**src/special_page_pkg.sv**
```systemverilog
/*
   constants, field layouts and types shared by the special register page stack.
   assumes a single 100 MHz core clock and synchronous active-low reset.
*/
package special_page_pkg;

   ////////////////////////////////////////////////////////////////////////////
   // address space
   localparam int unsigned AXI_ADDR_W     = 10;
   localparam logic [7:0]  SPECIAL_BASE   = 8'h80;
   localparam logic [7:0]  ADDR_PAGE_CTRL = 8'h84;
   localparam logic [7:0]  ADDR_CUR_PAGE  = 8'ha7;
   localparam logic [7:0]  ADDR_MID_SLOT  = 8'h85;
   localparam logic [7:0]  ADDR_BOT_SLOT  = 8'h86;
   localparam logic [7:0]  STATUS_INDEX   = 8'h00;
   localparam logic [2:0]  BIT_ADDR_LOW   = 3'h0;
   localparam logic [7:0]  PORT_ADDRS [4] = '{8'h80, 8'h90, 8'ha0, 8'hb0};

   ////////////////////////////////////////////////////////////////////////////
   // pages and reset values
   localparam logic [7:0]  PAGE_ZERO      = 8'h00;
   localparam logic [7:0]  PAGE_CAN       = 8'h0c;
   localparam logic [7:0]  PAGE_CFG       = 8'h0f;
   localparam logic [7:0]  PAGE_HIGH      = 8'h10;
   localparam logic [7:0]  PAGE_RESET     = 8'h00;
   localparam logic [7:0]  SLOT_EMPTY     = 8'h00;
   localparam logic        AUTO_EN_RESET  = 1'b1;
   localparam int unsigned AUTO_EN_BIT    = 0;
   localparam logic [2:0]  STATUS_RESET   = 3'h0;

   ////////////////////////////////////////////////////////////////////////////
   // bus answers
   localparam logic [1:0]  RESP_OKAY      = 2'h0;
   localparam logic [1:0]  RESP_SLVERR    = 2'h2;

   // register selected by a decoded access
   typedef enum logic [2:0] {
      SEL_NONE = 3'b000,
      SEL_CTRL = 3'b001,
      SEL_CUR  = 3'b010,
      SEL_MID  = 3'b011,
      SEL_BOT  = 3'b100
   } reg_sel_t;

   // interrupting source kinds
   typedef enum logic [2:0] {
      SRC_OTHER              = 3'b000,
      SRC_CAN_CONTROLLER     = 3'b001,
      SRC_SECOND_UART        = 3'b010,
      SRC_COUNTER_ARRAY_ONE  = 3'b011,
      SRC_THIRD_COMPARATOR   = 3'b100,
      SRC_FOURTH_FIFTH_TIMER = 3'b101
   } int_src_t;

endpackage

```
**src/page_decode.sv**
```systemverilog
/*
   decodes one special register address against the current page.
   assumes a stable address and page; purely combinational.
*/
module page_decode
   import special_page_pkg::*;
(
   // access
   input  wire logic [7:0] i_addr,
   input  wire logic [7:0] i_page,
   // decode results
   output reg_sel_t        o_sel,
   output logic            o_bit_ok,
   output logic            o_all_pages,
   output logic            o_page_populated
);

   // registers of this block; the stack lives on every page
   always_comb begin
      o_sel = SEL_NONE;
      unique case (i_addr)
         ADDR_CUR_PAGE: o_sel = SEL_CUR;
         ADDR_MID_SLOT: o_sel = SEL_MID;
         ADDR_BOT_SLOT: o_sel = SEL_BOT;
         ADDR_PAGE_CTRL: begin
            if (i_page == PAGE_CFG) begin
               o_sel = SEL_CTRL;
            end
         end
         default: o_sel = SEL_NONE;
      endcase
   end

   // bit access only where low three bits are zero
   assign o_bit_ok = (i_addr[2:0] == BIT_ADDR_LOW);

   // port registers ignore the page
   always_comb begin
      o_all_pages = 1'b0;
      for (int k = 0; k < 4; k++) begin
         if (i_addr == PORT_ADDRS[k]) begin
            o_all_pages = 1'b1;
         end
      end
   end

   // only three pages carry registers
   assign o_page_populated = (i_page == PAGE_ZERO) || (i_page == PAGE_CAN)
                           || (i_page == PAGE_CFG);

endmodule // page_decode

```
**src/int_page_map.sv**
```systemverilog
/*
   maps an interrupting source to the page loaded on entry.
   assumes the source code is valid while the entry pulse is high.
*/
module int_page_map
   import special_page_pkg::*;
(
   // source
   input  int_src_t   i_source,
   // page to load
   output logic [7:0] o_page
);

   // per source entry page
   always_comb begin
      unique case (i_source)
         SRC_CAN_CONTROLLER:     o_page = PAGE_CAN;
         SRC_SECOND_UART,
         SRC_COUNTER_ARRAY_ONE,
         SRC_THIRD_COMPARATOR,
         SRC_FOURTH_FIFTH_TIMER: o_page = PAGE_HIGH;
         SRC_OTHER:              o_page = PAGE_ZERO;
         default:                o_page = PAGE_ZERO;
      endcase
   end

endmodule // int_page_map

```
**src/special_register_page_stack.sv**
```systemverilog
/*
   special register space decoding, page selection and the three-byte page stack,
   with the stack and control registers reachable both from the core's direct
   accesses and from an AXI4-Lite slave.
   assumes the core drives one-cycle entry and return pulses on i_core_clk and
   that peripherals outside respond to o_periph_sel.
*/
module special_register_page_stack
   import special_page_pkg::*;
(
   // clock and reset
   input  wire logic                  i_core_clk,
   input  wire logic                  i_reset_n,
   // axi4-lite write address
   input  wire logic [AXI_ADDR_W-1:0] i_s_axi_awaddr,
   input  wire logic                  i_s_axi_awvalid,
   output logic                       o_s_axi_awready,
   // axi4-lite write data
   input  wire logic [31:0]           i_s_axi_wdata,
   input  wire logic [3:0]            i_s_axi_wstrb,
   input  wire logic                  i_s_axi_wvalid,
   output logic                       o_s_axi_wready,
   // axi4-lite write response
   output logic [1:0]                 o_s_axi_bresp,
   output logic                       o_s_axi_bvalid,
   input  wire logic                  i_s_axi_bready,
   // axi4-lite read address
   input  wire logic [AXI_ADDR_W-1:0] i_s_axi_araddr,
   input  wire logic                  i_s_axi_arvalid,
   output logic                       o_s_axi_arready,
   // axi4-lite read data
   output logic [31:0]                o_s_axi_rdata,
   output logic [1:0]                 o_s_axi_rresp,
   output logic                       o_s_axi_rvalid,
   input  wire logic                  i_s_axi_rready,
   // core direct access
   input  wire logic                  i_dir_valid,
   input  wire logic [7:0]            i_dir_addr,
   input  wire logic                  i_dir_write,
   input  wire logic                  i_dir_bit,
   input  wire logic [2:0]            i_dir_bitpos,
   input  wire logic [7:0]            i_dir_wdata,
   // core direct answer
   output logic [7:0]                 o_dir_rdata,
   output logic                       o_dir_rvalid,
   output logic                       o_dir_special,
   output logic                       o_dir_bit_refused,
   // peripheral side
   output logic                       o_periph_sel,
   output logic                       o_periph_all_pages,
   output logic [7:0]                 o_periph_page,
   // core interrupt events
   input  wire logic                  i_int_enter,
   input  int_src_t                   i_int_source,
   input  wire logic                  i_int_return,
   // state
   output logic [7:0]                 o_current_page,
   output logic                       o_auto_page_enable
);

   ////////////////////////////////////////////////////////////////////////////
   // state and decode signals

   logic [7:0]            current_page_reg_r;
   logic [7:0]            middle_page_slot_r;
   logic [7:0]            bottom_page_slot_r;
   logic                  auto_page_enable_r;
   logic [2:0]            status_r;
   logic [7:0]            dir_rdata_r;
   logic                  dir_rvalid_r;
   logic                  aw_full_r;
   logic [AXI_ADDR_W-1:0] aw_addr_r;
   logic                  w_full_r;
   logic [7:0]            w_data_r;
   logic                  w_lane0_r;
   logic                  bvalid_r;
   logic [1:0]            bresp_r;
   logic                  rvalid_r;
   logic [1:0]            rresp_r;
   logic [31:0]           rdata_r;

   reg_sel_t              core_sel;
   logic                  core_bit_ok;
   logic                  core_all_pages;
   logic                  core_populated;
   reg_sel_t              aw_sel;
   reg_sel_t              ar_sel;
   logic [7:0]            aw_index;
   logic [7:0]            ar_index;
   logic [7:0]            int_page;
   logic                  core_special;
   logic                  core_bit_refused;
   logic                  core_wr;
   logic [7:0]            core_old;
   logic [7:0]            core_wdata;
   logic                  axi_wr_go;
   logic                  axi_wr_do;
   logic                  axi_wr_bad;
   logic                  ar_take;
   logic                  ar_bad;
   reg_sel_t              sw_sel;
   logic [7:0]            sw_data;
   logic                  push;
   logic                  pop;

   ////////////////////////////////////////////////////////////////////////////
   // decoders and source page lookup

   // core direct access decode under the current page
   page_decode u_core_decode (
      .i_addr           (i_dir_addr),
      .i_page           (current_page_reg_r),
      .o_sel            (core_sel),
      .o_bit_ok         (core_bit_ok),
      .o_all_pages      (core_all_pages),
      .o_page_populated (core_populated)
   );

   // bus indices are byte address over four
   assign aw_index = aw_addr_r[9:2];
   assign ar_index = i_s_axi_araddr[9:2];

   page_decode u_aw_decode (
      .i_addr           (aw_index),
      .i_page           (current_page_reg_r),
      .o_sel            (aw_sel),
      .o_bit_ok         (),
      .o_all_pages      (),
      .o_page_populated ()
   );

   page_decode u_ar_decode (
      .i_addr           (ar_index),
      .i_page           (current_page_reg_r),
      .o_sel            (ar_sel),
      .o_bit_ok         (),
      .o_all_pages      (),
      .o_page_populated ()
   );

   int_page_map u_int_page (
      .i_source (i_int_source),
      .o_page   (int_page)
   );

   ////////////////////////////////////////////////////////////////////////////
   // register read value

   // reserved control bits read as zero
   function automatic logic [7:0] reg_value(input reg_sel_t sel);
      logic [7:0] v;
      v = 8'h00;
      unique case (sel)
         SEL_CTRL: v[AUTO_EN_BIT] = auto_page_enable_r;
         SEL_CUR:  v = current_page_reg_r;
         SEL_MID:  v = middle_page_slot_r;
         SEL_BOT:  v = bottom_page_slot_r;
         SEL_NONE: v = 8'h00;
         default:  v = 8'h00;
      endcase
      return v;
   endfunction

   ////////////////////////////////////////////////////////////////////////////
   // core direct access

   // upper half of direct space is special registers
   assign core_special     = i_dir_valid && (i_dir_addr >= SPECIAL_BASE);
   assign core_bit_refused = core_special && i_dir_bit && !core_bit_ok;
   assign core_wr = core_special && i_dir_write && (core_sel != SEL_NONE)
                  && !core_bit_refused;
   always_comb core_old = reg_value(core_sel);

   // bit writes merge one bit into the old byte
   always_comb begin
      core_wdata = i_dir_wdata;
      if (i_dir_bit) begin
         core_wdata = core_old;
         core_wdata[i_dir_bitpos] = i_dir_wdata[0];
      end
   end

   // peripherals answer the rest of special space
   assign o_periph_sel       = core_special && (core_sel == SEL_NONE)
                             && !core_bit_refused;
   assign o_periph_all_pages = core_all_pages;
   assign o_periph_page      = current_page_reg_r;
   assign o_dir_special      = core_special;
   assign o_dir_bit_refused  = core_bit_refused;

   // read data one cycle after the request
   always_ff @(posedge i_core_clk) begin
      if (!i_reset_n) begin
         dir_rdata_r  <= 8'h00;
         dir_rvalid_r <= 1'b0;
      end else begin
         dir_rvalid_r <= core_special && !i_dir_write && !core_bit_refused;
         if (core_special && !i_dir_write) begin
            dir_rdata_r <= core_old;
         end
      end
   end

   assign o_dir_rdata  = dir_rdata_r;
   assign o_dir_rvalid = dir_rvalid_r;

   // last access status for software
   always_ff @(posedge i_core_clk) begin
      if (!i_reset_n) begin
         status_r <= STATUS_RESET;
      end else if (i_dir_valid) begin
         status_r <= {core_populated, core_bit_refused, core_special};
      end
   end

   ////////////////////////////////////////////////////////////////////////////
   // axi4-lite write path

   assign o_s_axi_awready = !aw_full_r;
   assign o_s_axi_wready  = !w_full_r;

   // core writes win the cycle; the bus write waits one more
   assign axi_wr_go  = aw_full_r && w_full_r && !bvalid_r && !core_wr;
   assign axi_wr_bad = (aw_sel == SEL_NONE) && (aw_index != STATUS_INDEX);
   assign axi_wr_do  = axi_wr_go && (aw_sel != SEL_NONE) && w_lane0_r;

   // address and data held until both arrived
   always_ff @(posedge i_core_clk) begin
      if (!i_reset_n) begin
         aw_full_r <= 1'b0;
         aw_addr_r <= '0;
         w_full_r  <= 1'b0;
         w_data_r  <= 8'h00;
         w_lane0_r <= 1'b0;
      end else begin
         if (i_s_axi_awvalid && !aw_full_r) begin
            aw_full_r <= 1'b1;
            aw_addr_r <= i_s_axi_awaddr;
         end else if (axi_wr_go) begin
            aw_full_r <= 1'b0;
         end
         if (i_s_axi_wvalid && !w_full_r) begin
            w_full_r  <= 1'b1;
            w_data_r  <= i_s_axi_wdata[7:0];
            w_lane0_r <= i_s_axi_wstrb[0];
         end else if (axi_wr_go) begin
            w_full_r <= 1'b0;
         end
      end
   end

   // write response
   always_ff @(posedge i_core_clk) begin
      if (!i_reset_n) begin
         bvalid_r <= 1'b0;
         bresp_r  <= RESP_OKAY;
      end else if (axi_wr_go) begin
         bvalid_r <= 1'b1;
         bresp_r  <= axi_wr_bad ? RESP_SLVERR : RESP_OKAY;
      end else if (i_s_axi_bready) begin
         bvalid_r <= 1'b0;
      end
   end

   assign o_s_axi_bvalid = bvalid_r;
   assign o_s_axi_bresp  = bresp_r;

   ////////////////////////////////////////////////////////////////////////////
   // axi4-lite read path

   assign o_s_axi_arready = !rvalid_r;
   assign ar_take = i_s_axi_arvalid && !rvalid_r;
   assign ar_bad  = (ar_sel == SEL_NONE) && (ar_index != STATUS_INDEX);

   // one read at a time, answered the cycle after it is taken
   always_ff @(posedge i_core_clk) begin
      if (!i_reset_n) begin
         rvalid_r <= 1'b0;
         rresp_r  <= RESP_OKAY;
         rdata_r  <= 32'h0000_0000;
      end else if (ar_take) begin
         rvalid_r <= 1'b1;
         rresp_r  <= ar_bad ? RESP_SLVERR : RESP_OKAY;
         if (ar_index == STATUS_INDEX) begin
            rdata_r <= {29'h0000_0000, status_r};
         end else begin
            rdata_r <= {24'h00_0000, reg_value(ar_sel)};
         end
      end else if (i_s_axi_rready) begin
         rvalid_r <= 1'b0;
      end
   end

   assign o_s_axi_rvalid = rvalid_r;
   assign o_s_axi_rresp  = rresp_r;
   assign o_s_axi_rdata  = rdata_r;

   ////////////////////////////////////////////////////////////////////////////
   // software write merge

   // core direct writes take priority over the bus
   always_comb begin
      sw_sel  = SEL_NONE;
      sw_data = 8'h00;
      if (core_wr) begin
         sw_sel  = core_sel;
         sw_data = core_wdata;
      end else if (axi_wr_do) begin
         sw_sel  = aw_sel;
         sw_data = w_data_r;
      end
   end

   ////////////////////////////////////////////////////////////////////////////
   // page control

   always_ff @(posedge i_core_clk) begin
      if (!i_reset_n) begin
         auto_page_enable_r <= AUTO_EN_RESET;
      end else if (sw_sel == SEL_CTRL) begin
         auto_page_enable_r <= sw_data[AUTO_EN_BIT];
      end
   end

   ////////////////////////////////////////////////////////////////////////////
   // page stack

   // entry wins over a return in the same cycle; both need the enable
   assign push = i_int_enter && auto_page_enable_r;
   assign pop  = i_int_return && !i_int_enter && auto_page_enable_r;

   always_ff @(posedge i_core_clk) begin
      if (!i_reset_n) begin
         current_page_reg_r <= PAGE_RESET;
         middle_page_slot_r <= PAGE_RESET;
         bottom_page_slot_r <= PAGE_RESET;
      end else if (push) begin
         current_page_reg_r <= int_page;
         middle_page_slot_r <= current_page_reg_r;
         bottom_page_slot_r <= middle_page_slot_r;
      end else if (pop) begin
         current_page_reg_r <= middle_page_slot_r;
         middle_page_slot_r <= bottom_page_slot_r;
         bottom_page_slot_r <= SLOT_EMPTY;
      end else begin
         // plain stores, never a push or pop
         unique case (sw_sel)
            SEL_CUR: current_page_reg_r <= sw_data;
            SEL_MID: middle_page_slot_r <= sw_data;
            SEL_BOT: bottom_page_slot_r <= sw_data;
            SEL_CTRL,
            SEL_NONE: begin
            end
            default: begin
            end
         endcase
      end
   end

   assign o_current_page     = current_page_reg_r;
   assign o_auto_page_enable = auto_page_enable_r;

endmodule // special_register_page_stack

```
**config.mk**
```make
export PLATFORM = sky130hd
export DESIGN_NAME = special_register_page_stack
export DESIGN_NICKNAME = d
export VERILOG_FILES = /design/src/special_page_pkg.sv /design/src/page_decode.sv /design/src/int_page_map.sv /design/src/special_register_page_stack.sv
export SDC_FILE = /design/constraint.sdc
export NUM_CORES = 1
export LEC_CHECK = 0
export BUFFER_PORTS_ARGS = -buffer_cell sky130_fd_sc_hd__buf_2
export CORE_ASPECT_RATIO = 1.1
export CORE_MARGIN = 10
export CORE_UTILIZATION = 50
export CTS_BUF_LIST = sky130_fd_sc_hd__clkbuf_4 sky130_fd_sc_hd__clkbuf_8
export CTS_CLUSTER_DIAMETER = 150
export DETAILED_ROUTE_END_ITERATION = 7
export PLACE_DENSITY = 0.81
export REMOVE_ABC_BUFFERS = 1
export SLEW_MARGIN = 10
export SYNTH_ARGS = -nofsm -noshare
export SYNTH_HDL_FRONTEND = slang
export SYNTH_SLANG_ARGS = --single-unit
```
**constraint.sdc**
```tcl
create_clock -name i_core_clk -period 5.4 [get_ports i_core_clk]
set_clock_uncertainty 0.05 [all_clocks]
set_input_delay 0.54 -clock i_core_clk [delete_from_list [all_inputs] [get_ports i_core_clk]]
set_output_delay 0.54 -clock i_core_clk [all_outputs]
set_load 0.01 [all_outputs]
```
Word level (Yosys, flattened, before mapping)
Index checks and enable logic that the tools add are counted.

word-level totals
  bits in registers = 96
  input bits = 90
  logic and storage cells = 148
  output and inout port bits = 71

cells by class
  mux-type cells = 40
  reductions and logical operators = 53
  equality and inequality tests = 35
  $lt $le $gt $ge = 3

operators by type and width
  operator              number
  $eq A8 B8 Y1 const B  16
  $mux W8               13
  $pmux W7 S3           2
  $pmux W3 S4           3
  $eq A3 B2 Y1 const B  8
  $logic_and A1 B1 Y1   24
  $eq A8 B4 Y1 const B  2
  $logic_not A8 Y1      2
  $reduce_bool A8 Y1    2
  $eq A3 B3 Y1 const B  5
  $reduce_bool A3 Y1    5
  $mux W1               13
  $eq A3 B1 Y1 const B  4
  $logic_not A3 Y1      4
  $pmux W5 S2           1
  $logic_not A1 Y1      9
  $bwmux W8             1
  $ge A8 B8 Y1 const B  1
  $pmux W1 S4           2
  $reduce_bool A2 Y1    4
  $mux W3               2
  $lt A3 B4 Y1 const B  1
  $mux W2               2
  $reduce_or A4 Y1      1
  other kinds (3)       4

Depth between registers and ports, before layout
  depth after elaboration = 16
  depth in mapped cells = 10
  depth with buffers taken out = 8

By module
Synthesis repeated with hierarchy kept, for this count alone.

unflattened totals
  cells, all modules = 521
  area, all modules = 4,375.4 um^2

modules (own cells, without submodules)
  module                       instances  area an instance (um^2)  seq. area each (um^2)  cells an instance
  special_register_page_stack  1          3,946.3                  1,361.3                467
  page_decode                  3          121.4                    0.0                    15
  int_page_map                 1          65.1                     0.0                    9

Worst setup path after synthesis
Ideal clock, no wire load.

  path type = input to register
  start = in i_dir_addr[3]
  end = reg middle_page_slot_r[6]
  required time = 5,225 ps
  library setup time = 125 ps
  arrival = 2,031 ps
  path slack = 3,194 ps
  cell stages on the path = 8
  path buffers = 1
  cell sequence = nor4b_2 > and4b_1 > nand3_2 > buf_2 > nand3_1 > a21oi_1 > a221oi_1 > a21oi_2

between the ends
  longest elaborated chain between the ends = 15
  elaborated cells on any way between the ends = 33
  those cells by class = order compare: 1; eq/ne: 8; mux: 11; reduce/logical: 13

RTL lines
  item                              RTL line                            RTL
  start: declaration                special_register_page_stack.sv:38   input wire logic [7:0] i_dir_addr,
  $ge A8 B8 Y1                      special_register_page_stack.sv:168  assign core_special = i_dir_valid && (i_dir_addr >= SPECIAL_BASE);
  $logic_and A1 B1 Y1               special_register_page_stack.sv:168
  $logic_and A1 B1 Y1 (2 in a row)  special_register_page_stack.sv:169  assign core_bit_refused = core_special && i_dir_bit && !core_bit_ok;
  $logic_not A1 Y1                  special_register_page_stack.sv:171  && !core_bit_refused;
  $logic_and A1 B1 Y1               special_register_page_stack.sv:171
  $logic_not A1 Y1                  special_register_page_stack.sv:223  assign axi_wr_go = aw_full_r && w_full_r && !bvalid_r && !core_wr;
  $logic_and A1 B1 Y1               special_register_page_stack.sv:223
  $logic_and A1 B1 Y1 (2 in a row)  special_register_page_stack.sv:225  assign axi_wr_do = axi_wr_go && (aw_sel != SEL_NONE) && w_lane0_r;
  $mux W8                           special_register_page_stack.sv:308  end else if (axi_wr_do) begin
  $mux W8                           special_register_page_stack.sv:305  if (core_wr) begin
  $mux W8                           special_register_page_stack.sv:347  unique case (sw_sel)
  $mux W8                           special_register_page_stack.sv:341  end else if (pop) begin
  $mux W8                           special_register_page_stack.sv:337  end else if (push) begin
  end signal: assignment            special_register_page_stack.sv:339  middle_page_slot_r <= current_page_reg_r;
  end signal: assignment            special_register_page_stack.sv:343  middle_page_slot_r <= bottom_page_slot_r;
  end signal: assignment            special_register_page_stack.sv:349  SEL_MID: middle_page_slot_r <= sw_data;
  end: declaration                  special_register_page_stack.sv:65   logic [7:0] middle_page_slot_r;

Several ways; a longest one is shown, not always the timed one. The select of a mux whose other input is x is not followed.
A chain may end at the register's enable or synchronous reset.

Worst setup path in the final report
  start = reg current_page_reg_r[4], in the netlist o_current_page[4]
  end = out o_periph_sel

between the ends
  longest elaborated chain between the ends = 6

RTL lines
  item                      RTL line                            RTL
  start: declaration        special_register_page_stack.sv:64   logic [7:0] current_page_reg_r;
  start signal: assignment  special_register_page_stack.sv:338  current_page_reg_r <= int_page;
  start signal: assignment  special_register_page_stack.sv:342  current_page_reg_r <= middle_page_slot_r;
  start signal: assignment  special_register_page_stack.sv:348  SEL_CUR: current_page_reg_r <= sw_data;
  $eq A8 B4 Y1              -
  $mux W1                   page_decode.sv:26                   if (i_page == PAGE_CFG) begin
  $pmux W3 S4               page_decode.sv:21                   unique case (i_addr)
  $logic_not A3 Y1          special_register_page_stack.sv:184  assign o_periph_sel = core_special && (core_sel == SEL_NONE)
  $logic_and A1 B1 Y1       special_register_page_stack.sv:184
  $logic_and A1 B1 Y1       special_register_page_stack.sv:185  && !core_bit_refused;
  end: declaration          special_register_page_stack.sv:49   output logic o_periph_sel,

Every way passes these cells.

==> run_results.csv <==
group,metric,value,unit
pwr,p_per_area,245.5,nW/µm²
clock_tree,clock-sinks,68,
floorplan,die_x,110.1,µm
clock_tree,cts_buffers,9,
drt,wl_per_cell,18.26,µm
floorplan,die-area,13110,µm²
critical_path,path_class,"flop to output pin",
synthesis,syn_inst,561,
place,dpl.hpwl,10250,µm
synthesis,yosysWarnings,0,
timing,fin_ws,2830,ps
timing,fmax,0.3890,GHz
timing,tightest_slew,1129,ps
run,drv_cap,0,
floorplan,core-area,8783,µm²
drt,drc,0,
floorplan,initial_core_util,0.5083,
global_route,grt_pass1_vias,4138,
worst_hold_path,hold_path_class,"input port to flop",
timing,slew_headroom,0.2475,
global_route,track_usage,0.2002,
critical_path,slowest_stage,"nor4_4",
synthesis,ys_seq_area_frac,0.3049,
critical_path,critPathMaxFanout,8,
critical_path,start_kind,"flop",
cells_and_area,fillers,837,
critical_path,crit_path_end_kind,"output pin",
clock_tree,hold_buffers,0,
drt,vias,4420,
drt,drtIter0Drc,416,
clock_tree,clk_latency,370,ps
drt,ant_nets,0,
place,gp_congestion,0.9441,
drt,totalWireLength,13600,µm
timing,finalMaxSlewViolations,0,
synthesis,synth-seq-cells,68,
clock_tree,cts-root-buf,"clkbuf_8",
synthesis,synth_area,4464,µm²
timing,hold_viol,0,
timing,tns,0,ps
place,detailedPlace.worstSlack,2559,ps
global_route,grt_remaining_overflow,0,
clock_tree,htreeDepth,3,
synthesis,async_flop_share,0,
timing,setup_viol,0,
cells_and_area,num_antenna_cells,0,
timing,rsz0062_at_grt,"false",
clock_tree,clockBufferDepth,2,
floorplan,io_pins,161,
cells_and_area,drive_above_1_share,0.2298,
floorplan,die_height,119.1,µm
outcome,status,"completed",
cells_and_area,syn_to_final_growth,10.99,%
clock_tree,tritoncts,"done",
synthesis,yosysTopAreaCell,"dfxtp_1",
clock_tree,cts_setup_buffers,0,
place,port_buffers,103,
critical_path,crit_path_cell_trace,"nor4_4 -> a21o_1 -> nand3_1 -> and3_1 -> buf_2",
timing,finalCriticalPeriod,2570,ps
critical_path,max_stage_delay,460,ps
global_route,grt_max_degree,74,
clock_tree,clk_pin_slew,70,ps
worst_hold_path,hold_path_depth,3,
synthesis,ys_types,77,
critical_path,critPathArrivalTime,1980,ps
cells_and_area,fin_nets,717,
global_route,antenna_found_initial,0,
drt,avgViaCountPerCell,5.933,
synthesis,synth_area_leaders,"dfxtp_1 (30%), buf_4 (6.2%), nand2_1 (5.6%)",
pwr,cellLeakagePower,2.092,nW
drt,dr.pass1.iters,6,
critical_path,critPathRequiredTime,4810,ps
critical_path,ff2ff_path_depth,7,
synthesis,synth-main-ff-cell,"dfxtp_1",
synthesis,synth_top_area_share,0.3049,
clock_tree,ctsResizeCount,0,
pwr,vdd_drop_max,0.0001411,V
synthesis,avgSynthCellArea,7.958,µm²
timing,fin_crit_sh,0.4760,
synthesis,synth-edff-count,0,
global_route,grt_pass1_wl,21220,µm
floorplan,fp-row-count,36,
==> final cells by class <==
type	instances	area, µm²	area share
Multi-Input combinational cell	436	2688	0.5424
Sequential cell	68	1361	0.2747
Timing Repair Buffer	104	523.0	0.1056
Clock buffer	14	180.2	0.03636
Tap cell	114	142.6	0.02879
Clock inverter	1	30.03	0.006061
Inverter	8	30.03	0.006061
==> cells by family after synthesis <==
| kind of cell | synth area share |
|---|---|
| other | 0.0008400 |
| muxes | 0.02522 |
| xor gates and xnor gates | 0.009809 |
| and+or+nand+nor | 0.2590 |
| buffers and inverters | 0.1141 |
| DFF | 0.3049 |
| AOI/OAI and AO/OA | 0.2862 |
==> synthesized netlist by cell type, types with 5 or more instances <==
library cell,number
nand3_1,19
a31oi_1,16
nor2b_1,15
nand4_1,9
nand2_1,67
mux2i_1,9
a22oi_1,8
a21boi_0,18
nor2_1,26
buf_4,37
a221oi_1,5
clkbuf_1,21
o21ai_0,41
dfxtp_1,68
a222oi_1,7
inv_1,8
and2_1,13
buf_2,9
o22ai_1,6
o21a_1,6
and4_1,5
a21oi_1,33
o211a_1,7
and3_1,9
==> metal layers <==
metal	routed length, µm	GRT usage	vias to the layer above
met2	6478	0.3212	217
met3	1246	0.04531	39
met4	365	0.08762	0
met5	0	0	-
li1	-	-	2141
met1	5511	0.2487	2023
==> cells in the final DEF (no fill, tap or decap), types with 13 or more instances in the layout <==
| cell type | Yosys | final |
|---|---|---|
| o21ai_0 | 41 | 41 |
| a31oi_1 | 16 | 16 |
| dfxtp_1 | 68 | 68 |
| a21boi_0 | 18 | 18 |
| nor2_1 | 26 | 26 |
| and2_1 | 13 | 13 |
| a21oi_1 | 33 | 33 |
| conb_1 | 1 | 26 |
| nor2b_1 | 15 | 15 |
| nand3_1 | 19 | 19 |
| buf_2 | 9 | 103 |
| nand2_1 | 67 | 67 |
==> critical path: cells and delay by family (launching register included) <==
kind,cells,cell delay [ps]
simple gates,3,780
buf+inv,1,140
flops,1,450
compound gates,1,240
==> sequential cells by signal, indices dropped and copies added, names as in the netlist <==
signal              flops
o_s_axi_rvalid          1
o_dir_rvalid            1
w_lane0_r               1
w_full_r                1
o_s_axi_rdata           8
o_s_axi_rresp           1
bottom_page_slot_r      8
o_s_axi_bresp           1
o_dir_rdata             8
w_data_r                8
middle_page_slot_r      8
status_r                3
aw_addr_r               8
aw_full_r               1
o_current_page          8
o_s_axi_bvalid          1
o_auto_page_enable      1
==> report_power, final <==
group | total, W | leakage, nW | switching [W] | internal, W
logic | 0.000200 | 1.42 | 0.000120 | 0.0000802
registers | 0.000561 | 0.557 | 0.0000328 | 0.000528
clock network | 0.000455 | 0.110 | 0.000196 | 0.000259
total | 0.00122 | 2.09 | 0.000349 | 0.000867
==> worst paths after layout <==
check                                        from                     to  slack [ps]
worst min register to register     o_dir_rdata[4]         o_dir_rdata[4]         420
worst max register to register  o_current_page[4]  middle_page_slot_r[5]        2840
worst max-delay path            o_current_page[4]           o_periph_sel        2830
worst min-delay path             i_s_axi_wdata[2]            w_data_r[2]         370
==> metrics by stage <==
| stage | total power, W | std cells | util | hold slack (ps) | area (µm²) |
|---|---|---|---|---|---|
| 2_1_floorplan | 0.0006765 | 512 | - | 393.7 | 4079 |
| 3_5_place_dp | 0.0007685 | 730 | 0.5402 | 419.8 | 4745 |
| 5_1_grt | 0.001268 | 745 | 0.5641 | 382.6 | 4955 |
| 4_1_cts | 0.001218 | 745 | 0.5641 | 367.6 | 4955 |
| 6_report | 0.001216 | 745 | 0.5641 | 373.0 | 4955 |
| 3_3_place_gp | 0.0007624 | 730 | 0.5402 | 406.4 | 4745 |
Power figures use the tool's default switching activity.
